===== config.mk =====
export PLATFORM = sky130hd
export DESIGN_NAME = video_capture_field_sequencer
export DESIGN_NICKNAME = d
export VERILOG_FILES = /design/src/logic/capture_seq_pkg.sv /design/src/logic/pin_sync.sv /design/src/logic/video_capture_field_sequencer.sv
export SDC_FILE = /design/constraint.sdc
export NUM_CORES = 1
export LEC_CHECK = 0
export BUFFER_PORTS_ARGS = -buffer_cell sky130_fd_sc_hd__buf_2
export CORE_ASPECT_RATIO = 0.6
export CORE_UTILIZATION = 50
export CTS_BUF_LIST = sky130_fd_sc_hd__clkbuf_4
export DETAILED_ROUTE_END_ITERATION = 10
export PLACE_DENSITY = 0.87
export SLEW_MARGIN = 20
export SYNTH_ARGS = -nofsm -noshare
export SYNTH_HDL_FRONTEND = slang
export SYNTH_SLANG_ARGS = --single-unit

===== constraint.sdc =====
create_clock -name clock_i -period 3.1 [get_ports clock_i]
set_clock_uncertainty 0.2 [all_clocks]
set_input_delay 0.62 -clock clock_i [delete_from_list [all_inputs] [get_ports clock_i]]
set_output_delay 0.62 -clock clock_i [all_outputs]
set_load 0.02 [all_outputs]

===== src/logic/capture_seq_pkg.sv =====
package capture_seq_pkg;

    // ****************************************
    // register map (byte addresses)
    // ****************************************
    localparam logic [7:0] CTRL_ADDR = 8'h00;
    localparam logic [7:0] STAT_ADDR = 8'h04;
    localparam logic [7:0] ID_ADDR = 8'h08;

    // control register fields
    localparam int CTRL_FIELD1_BIT = 0;
    localparam int CTRL_FIELD2_BIT = 1;
    localparam int CTRL_FRAME_BIT = 2;
    localparam int CTRL_CONT_BIT = 3;
    localparam int CTRL_ON_BIT = 4;
    localparam int CTRL_IRQ_EN_BIT = 5;
    localparam int CTRL_WIDTH = 6;
    localparam logic [5:0] CTRL_RESET = 6'h00;

    // status register fields
    localparam int STAT_F1_DONE_BIT = 0;
    localparam int STAT_F2_DONE_BIT = 1;
    localparam int STAT_FRM_DONE_BIT = 2;
    localparam int STAT_CMPL_BIT = 3;
    localparam int STAT_HALT_BIT = 4;
    localparam int STAT_CAPT_BIT = 5;
    localparam int STAT_FIELD_BIT = 6;

    // arbitrary value, identifies nothing
    localparam logic [31:0] BLOCK_ID = 32'h0000_0C5E;

    // ****************************************
    // video side
    // ****************************************
    localparam int DATA_WIDTH = 8;
    localparam int SYNC_WIDTH = 12;

    // selection codes {continuous, frame, field2, field1}
    localparam logic [3:0] SEL_NC_F1 = 4'h1;
    localparam logic [3:0] SEL_NC_F2 = 4'h2;
    localparam logic [3:0] SEL_NC_BOTH = 4'h3;
    localparam logic [3:0] SEL_NC_FRAME = 4'h4;
    localparam logic [3:0] SEL_NC_PROG = 4'h5;
    localparam logic [3:0] SEL_SINGLE = 4'h7;
    localparam logic [3:0] SEL_C_F1 = 4'h9;
    localparam logic [3:0] SEL_C_F2 = 4'hA;
    localparam logic [3:0] SEL_C_FRAME = 4'hC;
    localparam logic [3:0] SEL_C_PROG = 4'hD;

    // sequencer states, one-hot
    typedef enum logic [2:0] {
        ST_IDLE = 3'b001,
        ST_CAPT = 3'b010,
        ST_SKIP = 3'b100
    } seq_state_type;

endpackage


===== src/logic/pin_sync.sv =====
`timescale 1ns/100ps

// two-stage synchroniser for a group of pin inputs
module pin_sync #(
    parameter int WIDTH = 1
) (
    input wire logic clock_i,
    input wire logic rst_i,
    input wire logic [WIDTH-1:0] pin_i,
    output logic [WIDTH-1:0] sync_o
);

    logic [WIDTH-1:0] meta_ff;
    logic [WIDTH-1:0] sync_ff;

    // first stage feeds only the second
    always_ff @(posedge clock_i or posedge rst_i) begin
        if (rst_i) begin
            meta_ff <= '0;
            sync_ff <= '0;
        end else begin
            meta_ff <= pin_i;
            sync_ff <= meta_ff;
        end
    end

    assign sync_o = sync_ff;

endmodule


===== src/logic/video_capture_field_sequencer.sv =====
`timescale 1ns/100ps

module video_capture_field_sequencer (
    input wire logic clock_i,
    input wire logic rst_i,
    // apb slave
    input wire logic psel_i,
    input wire logic penable_i,
    input wire logic pwrite_i,
    input wire logic [7:0] paddr_i,
    input wire logic [31:0] pwdata_i,
    output logic [31:0] prdata_o,
    output logic pready_o,
    output logic pslverr_o,
    // video source pins
    input wire logic vid_field_start_i,
    input wire logic vid_field_end_i,
    input wire logic vid_field2_i,
    input wire logic vid_sample_valid_i,
    input wire logic [7:0] vid_data_i,
    // capture buffer write side
    output logic buf_wr_o,
    output logic [7:0] buf_data_o,
    output logic capture_active_o,
    output logic capture_irq_o
);

    // ****************************************
    // pin synchronisation
    // ****************************************
    logic [capture_seq_pkg::SYNC_WIDTH-1:0] pins_sync;
    logic start_s;
    logic end_s;
    logic field2_s;
    logic valid_s;
    logic [7:0] data_s;
    logic start_d_ff;
    logic end_d_ff;
    logic start_pulse;
    logic end_pulse;

    pin_sync #(
        .WIDTH(capture_seq_pkg::SYNC_WIDTH)
    ) u_pin_sync (
        .clock_i(clock_i),
        .rst_i(rst_i),
        .pin_i({vid_field_start_i, vid_field_end_i, vid_field2_i, vid_sample_valid_i, vid_data_i}),
        .sync_o(pins_sync)
    );

    // split the synchronised pin group back into its parts
    assign start_s = pins_sync[11];
    assign end_s = pins_sync[10];
    assign field2_s = pins_sync[9];
    assign valid_s = pins_sync[8];
    assign data_s = pins_sync[7:0];

    // rising edges of field start and field end
    always_ff @(posedge clock_i or posedge rst_i) begin
        if (rst_i) begin
            start_d_ff <= 1'b0;
            end_d_ff <= 1'b0;
        end else begin
            start_d_ff <= start_s;
            end_d_ff <= end_s;
        end
    end

    // one-cycle pulses; the delay flops reset to the idle pin level,
    // so leaving reset never fakes a field start or end
    assign start_pulse = start_s & ~start_d_ff;
    assign end_pulse = end_s & ~end_d_ff;

    // ****************************************
    // apb register access
    // ****************************************
    logic [capture_seq_pkg::CTRL_WIDTH-1:0] ctrl_ff;
    logic pready_ff;
    logic pslverr_ff;
    logic [31:0] prdata_ff;
    logic [31:0] nxt_prdata;
    logic access;
    logic wr_ctrl;
    logic wr_stat;
    logic addr_ok;
    logic [3:0] sel;
    logic chan_on;
    logic irq_en;

    // transfer completes on the edge where pready is seen high
    assign access = psel_i & penable_i & pready_ff;
    assign addr_ok = (paddr_i == capture_seq_pkg::CTRL_ADDR) | (paddr_i == capture_seq_pkg::STAT_ADDR) |
        (paddr_i == capture_seq_pkg::ID_ADDR);
    assign wr_ctrl = access & pwrite_i & (paddr_i == capture_seq_pkg::CTRL_ADDR);
    assign wr_stat = access & pwrite_i & (paddr_i == capture_seq_pkg::STAT_ADDR);

    assign sel = ctrl_ff[capture_seq_pkg::CTRL_CONT_BIT:capture_seq_pkg::CTRL_FIELD1_BIT];
    assign chan_on = ctrl_ff[capture_seq_pkg::CTRL_ON_BIT];
    assign irq_en = ctrl_ff[capture_seq_pkg::CTRL_IRQ_EN_BIT];

    // one wait state: pready rises on the second access cycle
    // pready is a pulse, so a request still held cannot complete on two edges in a row
    always_ff @(posedge clock_i or posedge rst_i) begin
        if (rst_i) begin
            pready_ff <= 1'b0;
            pslverr_ff <= 1'b0;
        end else begin
            pready_ff <= psel_i & penable_i & ~pready_ff;
            pslverr_ff <= psel_i & penable_i & ~pready_ff & ~addr_ok;
        end
    end

    // control register
    // best changed between fields: flags follow the selection seen at field end
    always_ff @(posedge clock_i or posedge rst_i) begin
        if (rst_i) begin
            ctrl_ff <= capture_seq_pkg::CTRL_RESET;
        end else if (wr_ctrl) begin
            ctrl_ff <= pwdata_i[capture_seq_pkg::CTRL_WIDTH-1:0];
        end
    end

    // ****************************************
    // field sequencer
    // ****************************************
    capture_seq_pkg::seq_state_type state_ff;
    capture_seq_pkg::seq_state_type nxt_state;
    logic f1_done_ff;
    logic f2_done_ff;
    logic frm_done_ff;
    logic cmpl_ff;
    logic halt_ff;
    logic nxt_halt;
    // frame_open_ff: a field 2 belongs to a frame only after its field 1 was taken
    logic frame_open_ff;
    logic nxt_frame_open;
    logic field2_ff;
    logic want;
    logic set_f1;
    logic set_f2;
    logic set_frm;
    logic set_cmpl;
    logic in_capt;

    // capturing state, gates buffer writes and status
    assign in_capt = (state_ff == capture_seq_pkg::ST_CAPT);

    // does the field now starting get captured
    // a refused field runs through skip, so its samples never reach the buffer
    always_comb begin
        want = 1'b0;
        case (sel)
            capture_seq_pkg::SEL_NC_F1: want = ~field2_s & ~f1_done_ff;
            capture_seq_pkg::SEL_NC_F2: want = field2_s & ~f2_done_ff;
            capture_seq_pkg::SEL_NC_BOTH: want = field2_s ? ~f2_done_ff : ~f1_done_ff;
            capture_seq_pkg::SEL_NC_FRAME: want = field2_s ? frame_open_ff : (~halt_ff | ~frm_done_ff);
            capture_seq_pkg::SEL_NC_PROG: want = ~field2_s & (~halt_ff | ~frm_done_ff);
            capture_seq_pkg::SEL_SINGLE: want = field2_s ? frame_open_ff : ~frm_done_ff;
            capture_seq_pkg::SEL_C_F1: want = ~field2_s;
            capture_seq_pkg::SEL_C_F2: want = field2_s;
            capture_seq_pkg::SEL_C_FRAME: want = 1'b1;
            capture_seq_pkg::SEL_C_PROG: want = ~field2_s;
            default: want = 1'b0;
        endcase
        want = want & chan_on;
    end

    // state and halt decisions at field boundaries
    always_comb begin
        nxt_state = state_ff;
        nxt_halt = halt_ff;
        nxt_frame_open = frame_open_ff;
        case (state_ff)
            capture_seq_pkg::ST_IDLE, capture_seq_pkg::ST_SKIP: begin
                if (start_pulse) begin
                    nxt_state = want ? capture_seq_pkg::ST_CAPT : capture_seq_pkg::ST_SKIP;
                    if (want && !field2_s) begin
                        nxt_halt = 1'b0;
                        nxt_frame_open = 1'b1;
                    end else if (!field2_s) begin
                        nxt_frame_open = 1'b0;
                    end
                end else if (end_pulse) begin
                    nxt_state = capture_seq_pkg::ST_IDLE;
                end
            end
            capture_seq_pkg::ST_CAPT: begin
                if (end_pulse) begin
                    nxt_state = capture_seq_pkg::ST_IDLE;
                    // non-continuous frame and progressive modes halt if the previous frame flag is still set
                    if ((sel == capture_seq_pkg::SEL_NC_FRAME) && field2_ff && frm_done_ff) begin
                        nxt_halt = 1'b1;
                    end
                    if ((sel == capture_seq_pkg::SEL_NC_PROG) && !field2_ff && frm_done_ff) begin
                        nxt_halt = 1'b1;
                    end
                    if (field2_ff) begin
                        nxt_frame_open = 1'b0;
                    end
                end else if (start_pulse) begin
                    nxt_state = want ? capture_seq_pkg::ST_CAPT : capture_seq_pkg::ST_SKIP;
                end
            end
            default: begin
                nxt_state = capture_seq_pkg::ST_IDLE;
            end
        endcase
    end

    // sequencer registers; field id latched at each field start
    always_ff @(posedge clock_i or posedge rst_i) begin
        if (rst_i) begin
            state_ff <= capture_seq_pkg::ST_IDLE;
            halt_ff <= 1'b0;
            frame_open_ff <= 1'b0;
            field2_ff <= 1'b0;
        end else begin
            state_ff <= nxt_state;
            halt_ff <= nxt_halt;
            frame_open_ff <= nxt_frame_open;
            if (start_pulse) begin
                field2_ff <= field2_s;
            end
        end
    end

    // ****************************************
    // completion flags
    // ****************************************
    // flag to set at the end of a captured field
    always_comb begin
        set_f1 = 1'b0;
        set_f2 = 1'b0;
        set_frm = 1'b0;
        if (in_capt && end_pulse) begin
            case (sel)
                capture_seq_pkg::SEL_NC_F1, capture_seq_pkg::SEL_C_F1: set_f1 = ~field2_ff;
                capture_seq_pkg::SEL_NC_F2, capture_seq_pkg::SEL_C_F2: set_f2 = field2_ff;
                capture_seq_pkg::SEL_NC_BOTH: begin
                    set_f1 = ~field2_ff;
                    set_f2 = field2_ff;
                end
                capture_seq_pkg::SEL_NC_FRAME, capture_seq_pkg::SEL_SINGLE,
                capture_seq_pkg::SEL_C_FRAME: set_frm = field2_ff;
                capture_seq_pkg::SEL_NC_PROG, capture_seq_pkg::SEL_C_PROG: set_frm = ~field2_ff;
                default: set_frm = 1'b0;
            endcase
        end
        set_cmpl = set_f1 | set_f2 | set_frm;
    end

    // sticky flags, write one to clear, a set wins over a clear
    // so a field ending during a clear is never lost
    always_ff @(posedge clock_i or posedge rst_i) begin
        if (rst_i) begin
            f1_done_ff <= 1'b0;
            f2_done_ff <= 1'b0;
            frm_done_ff <= 1'b0;
            cmpl_ff <= 1'b0;
        end else begin
            f1_done_ff <= set_f1 | (f1_done_ff & ~(wr_stat & pwdata_i[capture_seq_pkg::STAT_F1_DONE_BIT]));
            f2_done_ff <= set_f2 | (f2_done_ff & ~(wr_stat & pwdata_i[capture_seq_pkg::STAT_F2_DONE_BIT]));
            frm_done_ff <= set_frm | (frm_done_ff & ~(wr_stat & pwdata_i[capture_seq_pkg::STAT_FRM_DONE_BIT]));
            cmpl_ff <= set_cmpl | (cmpl_ff & ~(wr_stat & pwdata_i[capture_seq_pkg::STAT_CMPL_BIT]));
        end
    end

    // ****************************************
    // outputs
    // ****************************************
    // only samples of a captured field reach the buffer
    always_ff @(posedge clock_i or posedge rst_i) begin
        if (rst_i) begin
            buf_wr_o <= 1'b0;
            buf_data_o <= 8'h00;
            capture_active_o <= 1'b0;
        end else begin
            buf_wr_o <= in_capt & valid_s & chan_on;
            buf_data_o <= data_s;
            capture_active_o <= (nxt_state == capture_seq_pkg::ST_CAPT);
        end
    end

    // complete flag gated by its enable
    always_ff @(posedge clock_i or posedge rst_i) begin
        if (rst_i) begin
            capture_irq_o <= 1'b0;
        end else begin
            capture_irq_o <= (set_cmpl | cmpl_ff) & irq_en;
        end
    end

    // read data
    always_comb begin
        nxt_prdata = 32'h0000_0000;
        case (paddr_i)
            capture_seq_pkg::CTRL_ADDR: nxt_prdata[capture_seq_pkg::CTRL_WIDTH-1:0] = ctrl_ff;
            capture_seq_pkg::STAT_ADDR: begin
                nxt_prdata[capture_seq_pkg::STAT_F1_DONE_BIT] = f1_done_ff;
                nxt_prdata[capture_seq_pkg::STAT_F2_DONE_BIT] = f2_done_ff;
                nxt_prdata[capture_seq_pkg::STAT_FRM_DONE_BIT] = frm_done_ff;
                nxt_prdata[capture_seq_pkg::STAT_CMPL_BIT] = cmpl_ff;
                nxt_prdata[capture_seq_pkg::STAT_HALT_BIT] = halt_ff;
                nxt_prdata[capture_seq_pkg::STAT_CAPT_BIT] = in_capt;
                nxt_prdata[capture_seq_pkg::STAT_FIELD_BIT] = field2_ff;
            end
            capture_seq_pkg::ID_ADDR: nxt_prdata = capture_seq_pkg::BLOCK_ID;
            default: nxt_prdata = 32'h0000_0000;
        endcase
    end

    // read data latched in the first access cycle, held while pready is high
    always_ff @(posedge clock_i or posedge rst_i) begin
        if (rst_i) begin
            prdata_ff <= 32'h0000_0000;
        end else if (psel_i && penable_i && !pready_ff && !pwrite_i) begin
            prdata_ff <= nxt_prdata;
        end
    end

    // bus outputs straight from their registers
    assign prdata_o = prdata_ff;
    assign pready_o = pready_ff;
    assign pslverr_o = pslverr_ff;

endmodule


* Yosys cells after proc, flatten, opt, wreduce, memory -nomap -nowiden
Cells that the tools add are included.
Storage, ports and cells: RAM bits 0, latch bits 0, memories kept 0, ROM bits 0, output and inout bits 45, logic and storage cells 144, bits in registers 87, input port bits 57
Cells by class: $add $sub $neg 0, reductions and logical operators 23, mux-type cells 31, order comparisons 0, multipliers 0, bitwise logic cells 48, shifts and indexed selects 0, divide/modulo/power cells 0, eq/ne operators 22
Operators by type and width (count):
- bitwise AND 1 bit | 24
- two-way mux 1 bit | 18
- one-hot mux 6 bit (3 select lines) | 1
- equality test 4 bit (second input constant) | 4
- two-way mux 3 bit | 5
- inverter 1 bit | 14
- equality test 4 x 3 -> 1 bit (second input constant) | 3
- OR 1 bit | 10
- AND reduction 5 bit | 2
- logical AND 1 bit | 9
- one-hot mux 1 bit (9 select lines) | 1
- OR reduction 3 bit | 3
- equality test 4 x 2 -> 1 bit (second input constant) | 2
- equality test 8 x 3 -> 1 bit (second input constant) | 1
- equality test 8 x 4 -> 1 bit (second input constant) | 1
- logical NOT 8 bit | 1
- inequality test 2 bit (second input constant) | 4
- one-hot mux 1 bit (2 select lines) | 4
- equality test 3 x 2 -> 1 bit (second input constant) | 2
- one-hot mux 3 bit (2 select lines) | 1
- OR reduction 2 bit | 3
- two-way mux 5 bit | 1
- equality test 4 x 1 -> 1 bit (second input constant) | 1
- logical NOT 1 bit | 4
- other kinds (5) | 5

* Logic depth before layout (Yosys ltp)
Gate-level depths: netlist of run 1.
word-level depth 10, gate-level depth with buffers 6, mapped depth without buffers 5

* Modules after synthesis
A second synthesis of run 1 with hierarchy kept.
Second synthesis, totals: cells, all modules 235, area total of the unflattened synthesis 2655.0 sq um
Modules (own cells, without submodules):
- video_capture_field_sequencer | instances 1, seq. area each 977.2 sq um, area an instance 2050.7 sq um, cells each 210
- pin_sync | instances 1, seq. area each 600.6 sq um, area an instance 604.3 sq um, cells each 25

* Least setup slack after synthesis of run 1
OpenSTA, ideal clock, no wires.
path kind input port to flip-flop, start point input port paddr_i[5], end point register ctrl_ff[0] (netlist bit), stages on the path 4, setup time 0.125 ns, path buffers 0, data required time 2.775 ns, slack 0.995 ns, data arrival time 1.781 ns, cells stage by stage nor4_2 nand2_2 nor4_4 mux2_2
Between the ends: word-level cells in the longest chain between the ends 2
Ends and longest elaborated chain:
- from (decl) | line video_capture_field_sequencer.sv:10 | input wire logic [7:0] paddr_i,
- logical NOT 8 bit | line video_capture_field_sequencer.sv:94 | assign wr_ctrl = access & pwrite_i & (paddr_i == capture_seq_pkg::CTRL_ADDR);
- bitwise AND 1 bit | line video_capture_field_sequencer.sv:94
- to (signal assigned) | line video_capture_field_sequencer.sv:117 | ctrl_ff <= capture_seq_pkg::CTRL_RESET;
- to (signal assigned) | line video_capture_field_sequencer.sv:119 | ctrl_ff <= pwdata_i[capture_seq_pkg::CTRL_WIDTH-1:0];
- to (decl) | line video_capture_field_sequencer.sv:77 | logic [capture_seq_pkg::CTRL_WIDTH-1:0] ctrl_ff;
No other way between the ends. A chain may end at the register's enable or synchronous reset.

* Worst setup path in the final report of run 1
start point register ctrl_ff[1] (netlist bit), end point register state_ff[1]
Between the ends: word-level cells in the longest chain between the ends 8, elaborated cells on any way between the ends 18, classes of those cells eq/ne (10); mux (6); bitwise (1); reduce/logical (1)
Ends and longest elaborated chain:
- equality test 4 bit | line video_capture_field_sequencer.sv:152 | case (sel)
- OR reduction 2 bit (no line)
- one-hot mux 1 bit (9 select lines) (*) | line video_capture_field_sequencer.sv:152
- bitwise AND 1 bit (*) | line video_capture_field_sequencer.sv:165 | want = want & chan_on;
- two-way mux 3 bit (*) | line video_capture_field_sequencer.sv:176, video_capture_field_sequencer.sv:201
- two-way mux 3 bit | line video_capture_field_sequencer.sv:200 | end else if (start_pulse) begin
- two-way mux 3 bit | line video_capture_field_sequencer.sv:188 | if (end_pulse) begin
- one-hot mux 3 bit (2 select lines) (*) | line video_capture_field_sequencer.sv:173 | case (state_ff)
- named net nxt_state[1] | line video_capture_field_sequencer.sv:127 | capture_seq_pkg::seq_state_type nxt_state;
- to (signal assigned) | line video_capture_field_sequencer.sv:213 | state_ff <= capture_seq_pkg::ST_IDLE;
- to (signal assigned) | line video_capture_field_sequencer.sv:218 | state_ff <= nxt_state;
- to (decl) | line video_capture_field_sequencer.sv:126 | capture_seq_pkg::seq_state_type state_ff;
The timed path passes the listed nets; every way through them passes the cells marked *.

==> results of run 1 <==
==> through the flow <==
step           cells  utilization (%)  instance area [um^2]
4_1_cts          351             62.3                  2990
3_5_place_dp     335             59.2                  2840
2_1_floorplan    251                -                  2700
6_report         351             62.3                  2990
3_3_place_gp     335             59.2                  2840
5_1_grt          351             62.3                  2990
==> where the power goes <==
part	internal, mW	switching (mW)	leakage [nW]
clock	0.253	0.313	0.0731
combinational	0.0383	0.0870	0.602
sequential	0.851	0.0179	0.789
total	1.14	0.418	1.46
==> registers in the layout (all words and copies together) (netlist names) <==
signal / count
buf_data_o: 8
buf_wr_o: 1
capture_active_o: 1
capture_irq_o: 1
cmpl_ff: 1
ctrl_ff: 6
end_d_ff: 1
f1_done_ff: 1
f2_done_ff: 1
field2_ff: 1
frame_open_ff: 1
frm_done_ff: 1
halt_ff: 1
prdata_o: 8
pready_o: 1
pslverr_o: 1
start_d_ff: 1
state_ff: 3
u_pin_sync.meta_ff: 12
u_pin_sync.sync_o: 12
==> worst max-delay path: stages (launching register included) <==
cell and delay, ns:
dfrtp_1 0.61, nand2b_1 0.20, a2111oi_0 0.08, a211oi_1 0.28, nand3_1 0.21, a32o_1 0.32
==> logic make-up (layout without fill, tap and decap cells) <==
group / after synthesis / in the layout / share of synthesized area (%)
flip-flops: 63 / 63 / 60.4
AND/OR/NAND/NOR: 69 / 69 / 14.4
XOR/XNOR: 2 / 2 / 0.671
other: 1 / 23 / 0.144
AO/OA/AOI/OAI: 48 / 48 / 12.2
multiplexers: 8 / 8 / 3.30
buffers and inverters: 38 / 75 / 8.96
==> cell type report <==
cell class / instances / area [um^2] / share of cell area, %
clock inverter: 7 / 80.1 / 2.68
clock buffer: 9 / 67.6 / 2.26
inverter: 6 / 22.5 / 0.753
tap: 63 / 78.8 / 2.64
multi-input combinational: 150 / 883 / 29.5
sequential: 63 / 1580 / 52.8
timing repair buffer: 53 / 280 / 9.37
==> worst min path at each step <==
stage | slack [ns] | end | start
2_1_floorplan | 0.13 | buf_data_o[0]$_DFF_PP0_ | u_pin_sync.sync_o[0]$_DFF_PP0_
3_3_place_gp | 0.13 | u_pin_sync.sync_o[8]$_DFF_PP0_ | u_pin_sync.meta_ff[8]$_DFF_PP0_
3_5_place_dp | 0.13 | buf_data_o[2]$_DFF_PP0_ | u_pin_sync.sync_o[2]$_DFF_PP0_
4_1_cts | 0.07 | u_pin_sync.meta_ff[7]$_DFF_PP0_ | vid_data_i[7]
5_1_grt | 0.06 | u_pin_sync.meta_ff[3]$_DFF_PP0_ | vid_data_i[3]
6_report | 0.10 | u_pin_sync.meta_ff[7]$_DFF_PP0_ | vid_data_i[7]
==> routing by layer <==
layer / up-vias / share of wire, %
met1: 890 / 46
met5: - / 0
met2: 76 / 45
met4: 0 / 0.40
met3: 3 / 9.3
li1: 859 / -
==> cells in the final DEF (no fill, tap or decap), drive strengths merged, types with 3 or more instances in the layout <==
cell,synthesis,routed
mux2i,3,3
nor4,3,3
inv,6,8
nor3,4,4
o21ai,12,12
clkbuf,6,9
buf,26,53
a21oi,11,11
conb,1,23
a32o,3,3
nand2b,10,10
mux2,5,5
nor2,15,15
nor2b,5,5
nand4,3,3
dfrtp,62,62
a21o,3,3
nand2,19,19
==> results.sh, run 1 <==
export IMPL_pre_cts_ws_ns=0.728
export IMPL_pin_count=102
export IMPL_reg2reg_depth=5
export IMPL_grt_pass1_wl_um=7900
export IMPL_power_leakage_nw=1.46
export IMPL_num_rows=19
export IMPL_ir_drop_mv=0.491
export IMPL_drc=0
export IMPL_syn_inst=229
export IMPL_synthTopCellsByCount="dfrtp_1 (62), buf_4 (24), nand2_1 (18), nor2_1 (15), o21ai_0 (12)"
export IMPL_crit_type="reg -> reg"
export IMPL_clock_fmax_ghz=0.498
export IMPL_num_antenna_cells=0
export IMPL_port_buffers=52
export IMPL_htreeDepth=3
export IMPL_track_usage_pct=19.9
export IMPL_cts_resized=0
export IMPL_cp_start_kind="flop"
export IMPL_ant_nets=0
export IMPL_hold_buffers=0
export IMPL_coreArea_um2=4800
export IMPL_die_w_um=95.3
export IMPL_period_share_pct=64.8
export IMPL_busiest_layer="met2"
export IMPL_vias=1828
export IMPL_cp_required_ns=3.20
export IMPL_r2r_slack_ns=1.09
export IMPL_synth_most_common_cell="dfrtp_1"
export IMPL_finalWirelength_um=4940
export IMPL_setup_viol=0
export IMPL_dp_hpwl_um=3590
export IMPL_clkSlewWorstSetupHoldPaths_ns=0.11
export IMPL_ys_flop_type="dfrtp_1"
export IMPL_dieHeight_um=58.0
export IMPL_synthDistinctLibCells=47
export IMPL_vias_per_cell=5.21
export IMPL_outcome="finished, final reports clean"
export IMPL_fin_crit_ns=2.01
export IMPL_synth_edf_count=0
export IMPL_drt_wirelength_per_cell_um=14.1
export IMPL_whs_path_depth=1
export IMPL_grt_util_met1_pct=27.3
export IMPL_synth_top_cell_by_area="dfrtp_1"
export IMPL_ys_warn_count=0
export IMPL_areaGrowthSynthToFinish_pct=14.5
export IMPL_fin_nets=340
export IMPL_final_layout_size_suffix_gt1_share_pct=28.5
export IMPL_postSynthAreaPerCell_um2=11.4
export IMPL_numCtsBuffers=9
export IMPL_grt_pass1_vias=1659
export IMPL_rsz0062_at_grt="false"
export IMPL_rr_startpoint="ctrl_ff[1]$_DFFE_PP0P_"
export IMPL_clockBufferDepth=2
export IMPL_r2r_end="state_ff[1]$_DFF_PP0_"
export IMPL_worst_slack_ns=1.09
export IMPL_use_met2_pct=27.6
export IMPL_syn_area_um2=2610
export IMPL_worstHoldPathType="in -> reg"
export IMPL_maxCapViolations=0
export IMPL_antenna_found_initial=0
export IMPL_overflow=0
export IMPL_cp_max_fo=12
export IMPL_slew_headroom_pct=52.1
export IMPL_synth_area_top_cells="dfrtp_1 (59%), buf_4 (6.9%), nand2_1 (2.6%)"
export IMPL_drtIter0Drc=148
export IMPL_root_buffer="clkbuf_4"
export IMPL_initial_utilization_pct=54.4
export IMPL_floorplan_die_area_um2=5530
export IMPL_crit_end="state_ff[1]$_DFF_PP0_"
export IMPL_fin_setup_tns_ns=0
export IMPL_cts_tree="built"
export IMPL_drt_pass1_iterations=4
export IMPL_hold_viol=0
export IMPL_grt_max_degree=35
export IMPL_yosysTopAreaCellShare_pct=59.4
export IMPL_end_kind="flop"
export IMPL_cts_sinks=63
export IMPL_insertion_delay_ns=0.41
export IMPL_yosysSeqAreaShare_pct=60.4
export IMPL_whs_ns=0.103
export IMPL_critPathLaunch="ctrl_ff[1]$_DFFE_PP0P_"
export IMPL_post_cts_buffers=0
export IMPL_synthArstFlopShare_pct=100
export IMPL_worstMarginPinSlew_ns=0.717
export IMPL_power_mw=1.56
export IMPL_fill_cells=392
export IMPL_drv_slew=0
export IMPL_gp_congestion=0.860
export IMPL_ys_ff_latch=63
export IMPL_worstPathArrival_ns=2.11
export IMPL_cellPowerDensity_nw_per_um2=522
export IMPL_met3_usage_pct=11.3
(Power assumes the default switching activity.)
==> run 2, diff against run 1 <==
==> constraint.sdc (replaced) <==
create_clock -name clock_i -period 2 [get_ports clock_i]
set_clock_uncertainty 0.2 [all_clocks]
set_input_delay 0.4 -clock clock_i [delete_from_list [all_inputs] [get_ports clock_i]]
set_output_delay 0.4 -clock clock_i [all_outputs]
set_load 0.02 [all_outputs]
==> results.sh, run 2 (synthesis results as in run 1) <==
export IMPL_outcome="finished, final reports clean"
export IMPL_initial_utilization_pct=54.4
export IMPL_clock_fmax_ghz=0.526
export IMPL_worstHoldPathType="in -> reg"
export IMPL_power_leakage_nw=1.56
export IMPL_final_common_cell="dfrtp_1"
export IMPL_coreArea_um2=4800
export IMPL_layout_common_cells="dfrtp_1 (61), buf_2 (52), conb_1 (23)"
export IMPL_maxCapViolations=0
export IMPL_pin_count=102
export IMPL_worstPathArrival_ns=2.06
export IMPL_fill_cells=361
export IMPL_multi_input_area_um2=891
export IMPL_insertion_delay_ns=0.42
export IMPL_drtIter0Drc=73
export IMPL_num_rows=19
export IMPL_root_buffer="clkbuf_4"
export IMPL_critPathSlowestCell="or3b_2"
export IMPL_clockBufferDepth=2
export IMPL_gp_congestion=0.897
export IMPL_die_w_um=95.3
export IMPL_overflow=0
export IMPL_grt_max_degree=37
export IMPL_met3_usage_pct=9.06
export IMPL_use_met2_pct=28.7
export IMPL_cp_num_buf_inv=0
export IMPL_htreeDepth=3
export IMPL_setup_viol=0
export IMPL_busiest_layer="met1"
export IMPL_numCtsBuffers=9
export IMPL_antenna_found_initial=0
export IMPL_clkSlewWorstSetupHoldPaths_ns=0.11
export IMPL_track_usage_pct=21.3
export IMPL_slew_headroom_pct=61.2
export IMPL_worstPathCellList="or3b_2 -> nor2_2 -> o21ai_0 -> nor2_1 -> o21a_1"
export IMPL_crit_type="reg -> reg"
export IMPL_postLayoutCoreUtil_pct=66.8
export IMPL_ant_nets=0
export IMPL_cellPowerDensity_nw_per_um2=730
export IMPL_drt_pass1_iterations=5
export IMPL_power_mw=2.34
export IMPL_cts_tree="built"
export IMPL_cp_max_fo=5
export IMPL_end_kind="flop"
export IMPL_vias_per_cell=4.99
export IMPL_floorplan_die_area_um2=5530
export IMPL_fin_nets=364
export IMPL_cts_sinks=63
export IMPL_areaGrowthSynthToFinish_pct=22.8
export IMPL_period_share_pct=95.1
export IMPL_drv_slew=0
export IMPL_critPathTopFamily="simple AND/OR/NAND/NOR gates"
export IMPL_drt_wirelength_per_cell_um=13.4
export IMPL_port_buffers=52
export IMPL_regArea_um2=1580
export IMPL_max_stage_delay_ns=0.55
export IMPL_grt_util_met1_pct=30.1
export IMPL_fin_crit_ns=1.90
export IMPL_grt_pass1_vias=1789
export IMPL_cp_required_ns=2.16
export IMPL_grt_pass1_wl_um=8410
export IMPL_cp_start_kind="flop"
export IMPL_rsz0062_at_grt="false"
export IMPL_ir_drop_mv=0.585
export IMPL_final_layout_size_suffix_gt1_share_pct=29.8
export IMPL_vias=1871
export IMPL_r2r_slack_ns=0.1
export IMPL_drc=0
export IMPL_dp_hpwl_um=3620
export IMPL_hold_viol=0
export IMPL_num_antenna_cells=0
export IMPL_dieHeight_um=58.0
export IMPL_finalWirelength_um=5030
export IMPL_worstMarginPinSlew_ns=0.567
run 2: through the flow:
step	hold WS (ns)	setup TNS [ns]	cells	worst slack (ns)	instance area (um^2)
after floorplan	0.131	0	251	0.115	2700
after global placement	0.131	0	344	0.00228	2930
after detailed placement	0.135	-0.0146	344	-0.00898	2930
after CTS	0.000757	0	375	0.0584	3200
after global routing	0.00379	0	375	0.00265	3210
final	0.0263	0	375	0.0972	3210
run 2: cell type report:
| cell class | count | share of cell area (%) |
|---|---|---|
| Inverter | 6 | 0.819 |
| Sequential cell | 63 | 49.2 |
| Clock inverter | 7 | 1.72 |
| Tap cell | 63 | 2.46 |
| Multi-Input combinational cell | 150 | 27.8 |
| Clock buffer | 9 | 2.11 |
| Timing Repair Buffer | 77 | 15.9 |
run 2: power breakdown:
group / switching [mW] / leakage (nW) / internal, mW
sequential: 0.0277 / 0.788 / 1.32
combinational: 0.138 / 0.711 / 0.0855
clock: 0.503 / 0.0650 / 0.267
total: 0.669 / 1.56 / 1.67
run 2: final timing paths:
kind | from | end | cells after the start
max | state_ff[2]$_DFF_PP0_ | capture_irq_o$_DFF_PP0_ | 5
min reg2reg | u_pin_sync.sync_o[4]$_DFF_PP0_ | buf_data_o[4]$_DFF_PP0_ | 0
max in group asynchronous | rst_i | state_ff[0]$_DFF_PP1_ | 4
min in group asynchronous | rst_i | u_pin_sync.meta_ff[0]$_DFF_PP0_ | 4
max reg2reg | state_ff[2]$_DFF_PP0_ | capture_irq_o$_DFF_PP0_ | 5
min | pwdata_i[4] | ctrl_ff[4]$_DFFE_PP0P_ | 2
run 2: what timing repair did:
item / in CTS / in global routing
endpoints found under the setup margin: 0 / 4
hold buffers: 15 / 0
gates resized for setup: 0 / 3
setup buffers: 0 / 0
hold endpoints to repair: 76 / 0
run 2: layer usage:
layer	wire length, um	part of all wire, %
met1	2420	48
met3	408	8.1
met4	76	1.5
met5	0	0
met2	2120	42
==> run 3, diff against run 2 <==
--- a/config.mk
+++ b/config.mk
@@ -10,7 +10,7 @@
 export CORE_UTILIZATION = 50
 export CTS_BUF_LIST = sky130_fd_sc_hd__clkbuf_4
 export DETAILED_ROUTE_END_ITERATION = 10
-export PLACE_DENSITY = 0.87
+export PLACE_DENSITY = 0.84
 export SLEW_MARGIN = 20
 export SYNTH_ARGS = -nofsm -noshare
 export SYNTH_HDL_FRONTEND = slang
==> results.sh, run 3 (synthesis results as in run 1) <==
export IMPL_post_cts_buffers=0
export IMPL_areaGrowthSynthToFinish_pct=21.3
export IMPL_grt_pass1_wl_um=8800
export IMPL_whs_ns=0.0380
export IMPL_cts_sinks=63
export IMPL_worstPathCellList="or3b_2 -> nor2_2 -> o21ai_0 -> nor2_2 -> o21a_1"
export IMPL_whs_path_depth=2
export IMPL_clock_fmax_ghz=0.529
export IMPL_fin_nets=362
export IMPL_vias_per_cell=5.13
export IMPL_outcome="finished, final reports clean"
export IMPL_gp_congestion=0.876
export IMPL_layout_common_cells="dfrtp_1 (61), buf_2 (52), conb_1 (23)"
export IMPL_grt_max_degree=35
export IMPL_r2r_slack_ns=0.11
export IMPL_cts_tree="built"
export IMPL_initial_utilization_pct=54.4
export IMPL_worstPathArrival_ns=2.03
export IMPL_dp_cells=344
export IMPL_fin_cells=372
export IMPL_cp_num_buf_inv=0
export IMPL_cp_start_kind="flop"
export IMPL_coreArea_um2=4800
export IMPL_num_antenna_cells=0
export IMPL_fin_setup_tns_ns=0
export IMPL_drc=0
export IMPL_postLayoutCoreUtil_pct=66.0
export IMPL_fin_crit_ns=1.89
export IMPL_finalWirelength_um=5270
export IMPL_ir_drop_mv=0.665
export IMPL_vias=1908
export IMPL_insertion_delay_ns=0.40
export IMPL_dp_hpwl_um=3870
export IMPL_floorplan_die_area_um2=5530
export IMPL_crit_top_cell="nor2_2"
export IMPL_drv_slew=0
export IMPL_fill_cells=372
export IMPL_antenna_found_initial=0
export IMPL_crit_type="reg -> reg"
export IMPL_pin_count=102
export IMPL_pre_cts_ws_ns=-0.0428
export IMPL_final_layout_size_suffix_gt1_share_pct=30.4
export IMPL_final_area_um2=3170
export IMPL_worst_slack_ns=0.108
export IMPL_clockBufferDepth=2
export IMPL_drt_wirelength_per_cell_um=14.2
export IMPL_drt_pass1_iterations=5
export IMPL_crit_cells=5
export IMPL_root_buffer="clkbuf_4"
export IMPL_port_buffers=52
export IMPL_cellPowerDensity_nw_per_um2=720
export IMPL_num_rows=19
export IMPL_track_usage_pct=22.2
export IMPL_power_mw=2.28
export IMPL_cp_required_ns=2.14
export IMPL_htreeDepth=3
export IMPL_power_leakage_nw=1.53
export IMPL_end_kind="flop"
export IMPL_max_stage_delay_ns=0.56
export IMPL_clkSlewWorstSetupHoldPaths_ns=0.10
export IMPL_hold_viol=0
export IMPL_critPathTopFamily="simple AND/OR/NAND/NOR gates"
export IMPL_reg2reg_depth=5
export IMPL_overflow=0
export IMPL_drtIter0Drc=187
export IMPL_critPathSlowestCell="or3b_2"
export IMPL_period_share_pct=94.6
export IMPL_dieHeight_um=58.0
export IMPL_maxCapViolations=0
export IMPL_placed_area_um2=2910
export IMPL_numCtsBuffers=9
export IMPL_die_w_um=95.3
export IMPL_ant_nets=0
export IMPL_rsz0062_at_grt="false"
export IMPL_cp_max_fo=5
export IMPL_final_common_cell="dfrtp_1"
export IMPL_grt_pass1_vias=1855
export IMPL_worstHoldPathType="in -> reg"
export IMPL_setup_viol=0
==> run 3: cell types whose count changed in the layout (fill, tap and decap cells not counted), sizes merged <==
| cell | delta |
|---|---|
| inv | -2 |
| clkinvlp | +3 |
| clkinv | -2 |
| dlygate4sd3 | -2 |
==> run 3: report_power, final <==
part / switching, mW / internal [mW] / leakage, nW
sequential: 0.0256 / 1.32 / 0.787
combinational: 0.141 / 0.0801 / 0.696
clock: 0.464 / 0.253 / 0.0506
==> run 3: final cells by class <==
| class | count | area (um^2) | share of cell area, % |
|---|---|---|---|
| flip-flops and latches | 63 | 1580 | 49.8 |
| multi-input cells | 150 | 891 | 28.1 |
| repair buffers | 75 | 478 | 15.1 |
| well taps | 63 | 78.8 | 2.49 |
| clock buffers | 9 | 67.6 | 2.13 |
| inverters | 6 | 26.3 | 0.829 |
| clock inverters | 6 | 47.5 | 1.50 |
==> run 3: repair_timing <==
| action | in CTS | in global routing |
|---|---|---|
| hold endpoints to repair | 27 | 0 |
| gates resized for setup | 0 | 4 |
| hold buffers | 13 | 0 |
| endpoints found under the setup margin | 0 | 7 |
==> run 3: path summary, 6_finish.rpt <==
path,to,startpoint
worst max-delay path,capture_irq_o$_DFF_PP0_,state_ff[2]$_DFF_PP0_
worst min-delay path,ctrl_ff[5]$_DFFE_PP0P_,pwdata_i[5]
worst max register to register,capture_irq_o$_DFF_PP0_,state_ff[2]$_DFF_PP0_
worst min register to register,u_pin_sync.sync_o[11]$_DFF_PP0_,u_pin_sync.meta_ff[11]$_DFF_PP0_
max in group asynchronous,end_d_ff$_DFF_PP0_,rst_i
min in group asynchronous,u_pin_sync.sync_o[2]$_DFF_PP0_,rst_i
==> run 3: worst reg2reg max path, stage by stage, from the launching register on <==
cell and delay, ns:
dfrtp_1 0.43, or3b_2 0.56, nor2_2 0.17, o21ai_0 0.15, nor2_2 0.21, o21a_1 0.13
==> run 3: per-layer routing <==
metal	part of all wire (%)	vias to the layer above	global-route usage [%]
li1	-	904	-
met1	44	909	30.6
met2	46	86	31.6
met3	9.0	9	9.19
met4	1.2	0	8.23
met5	0	-	0
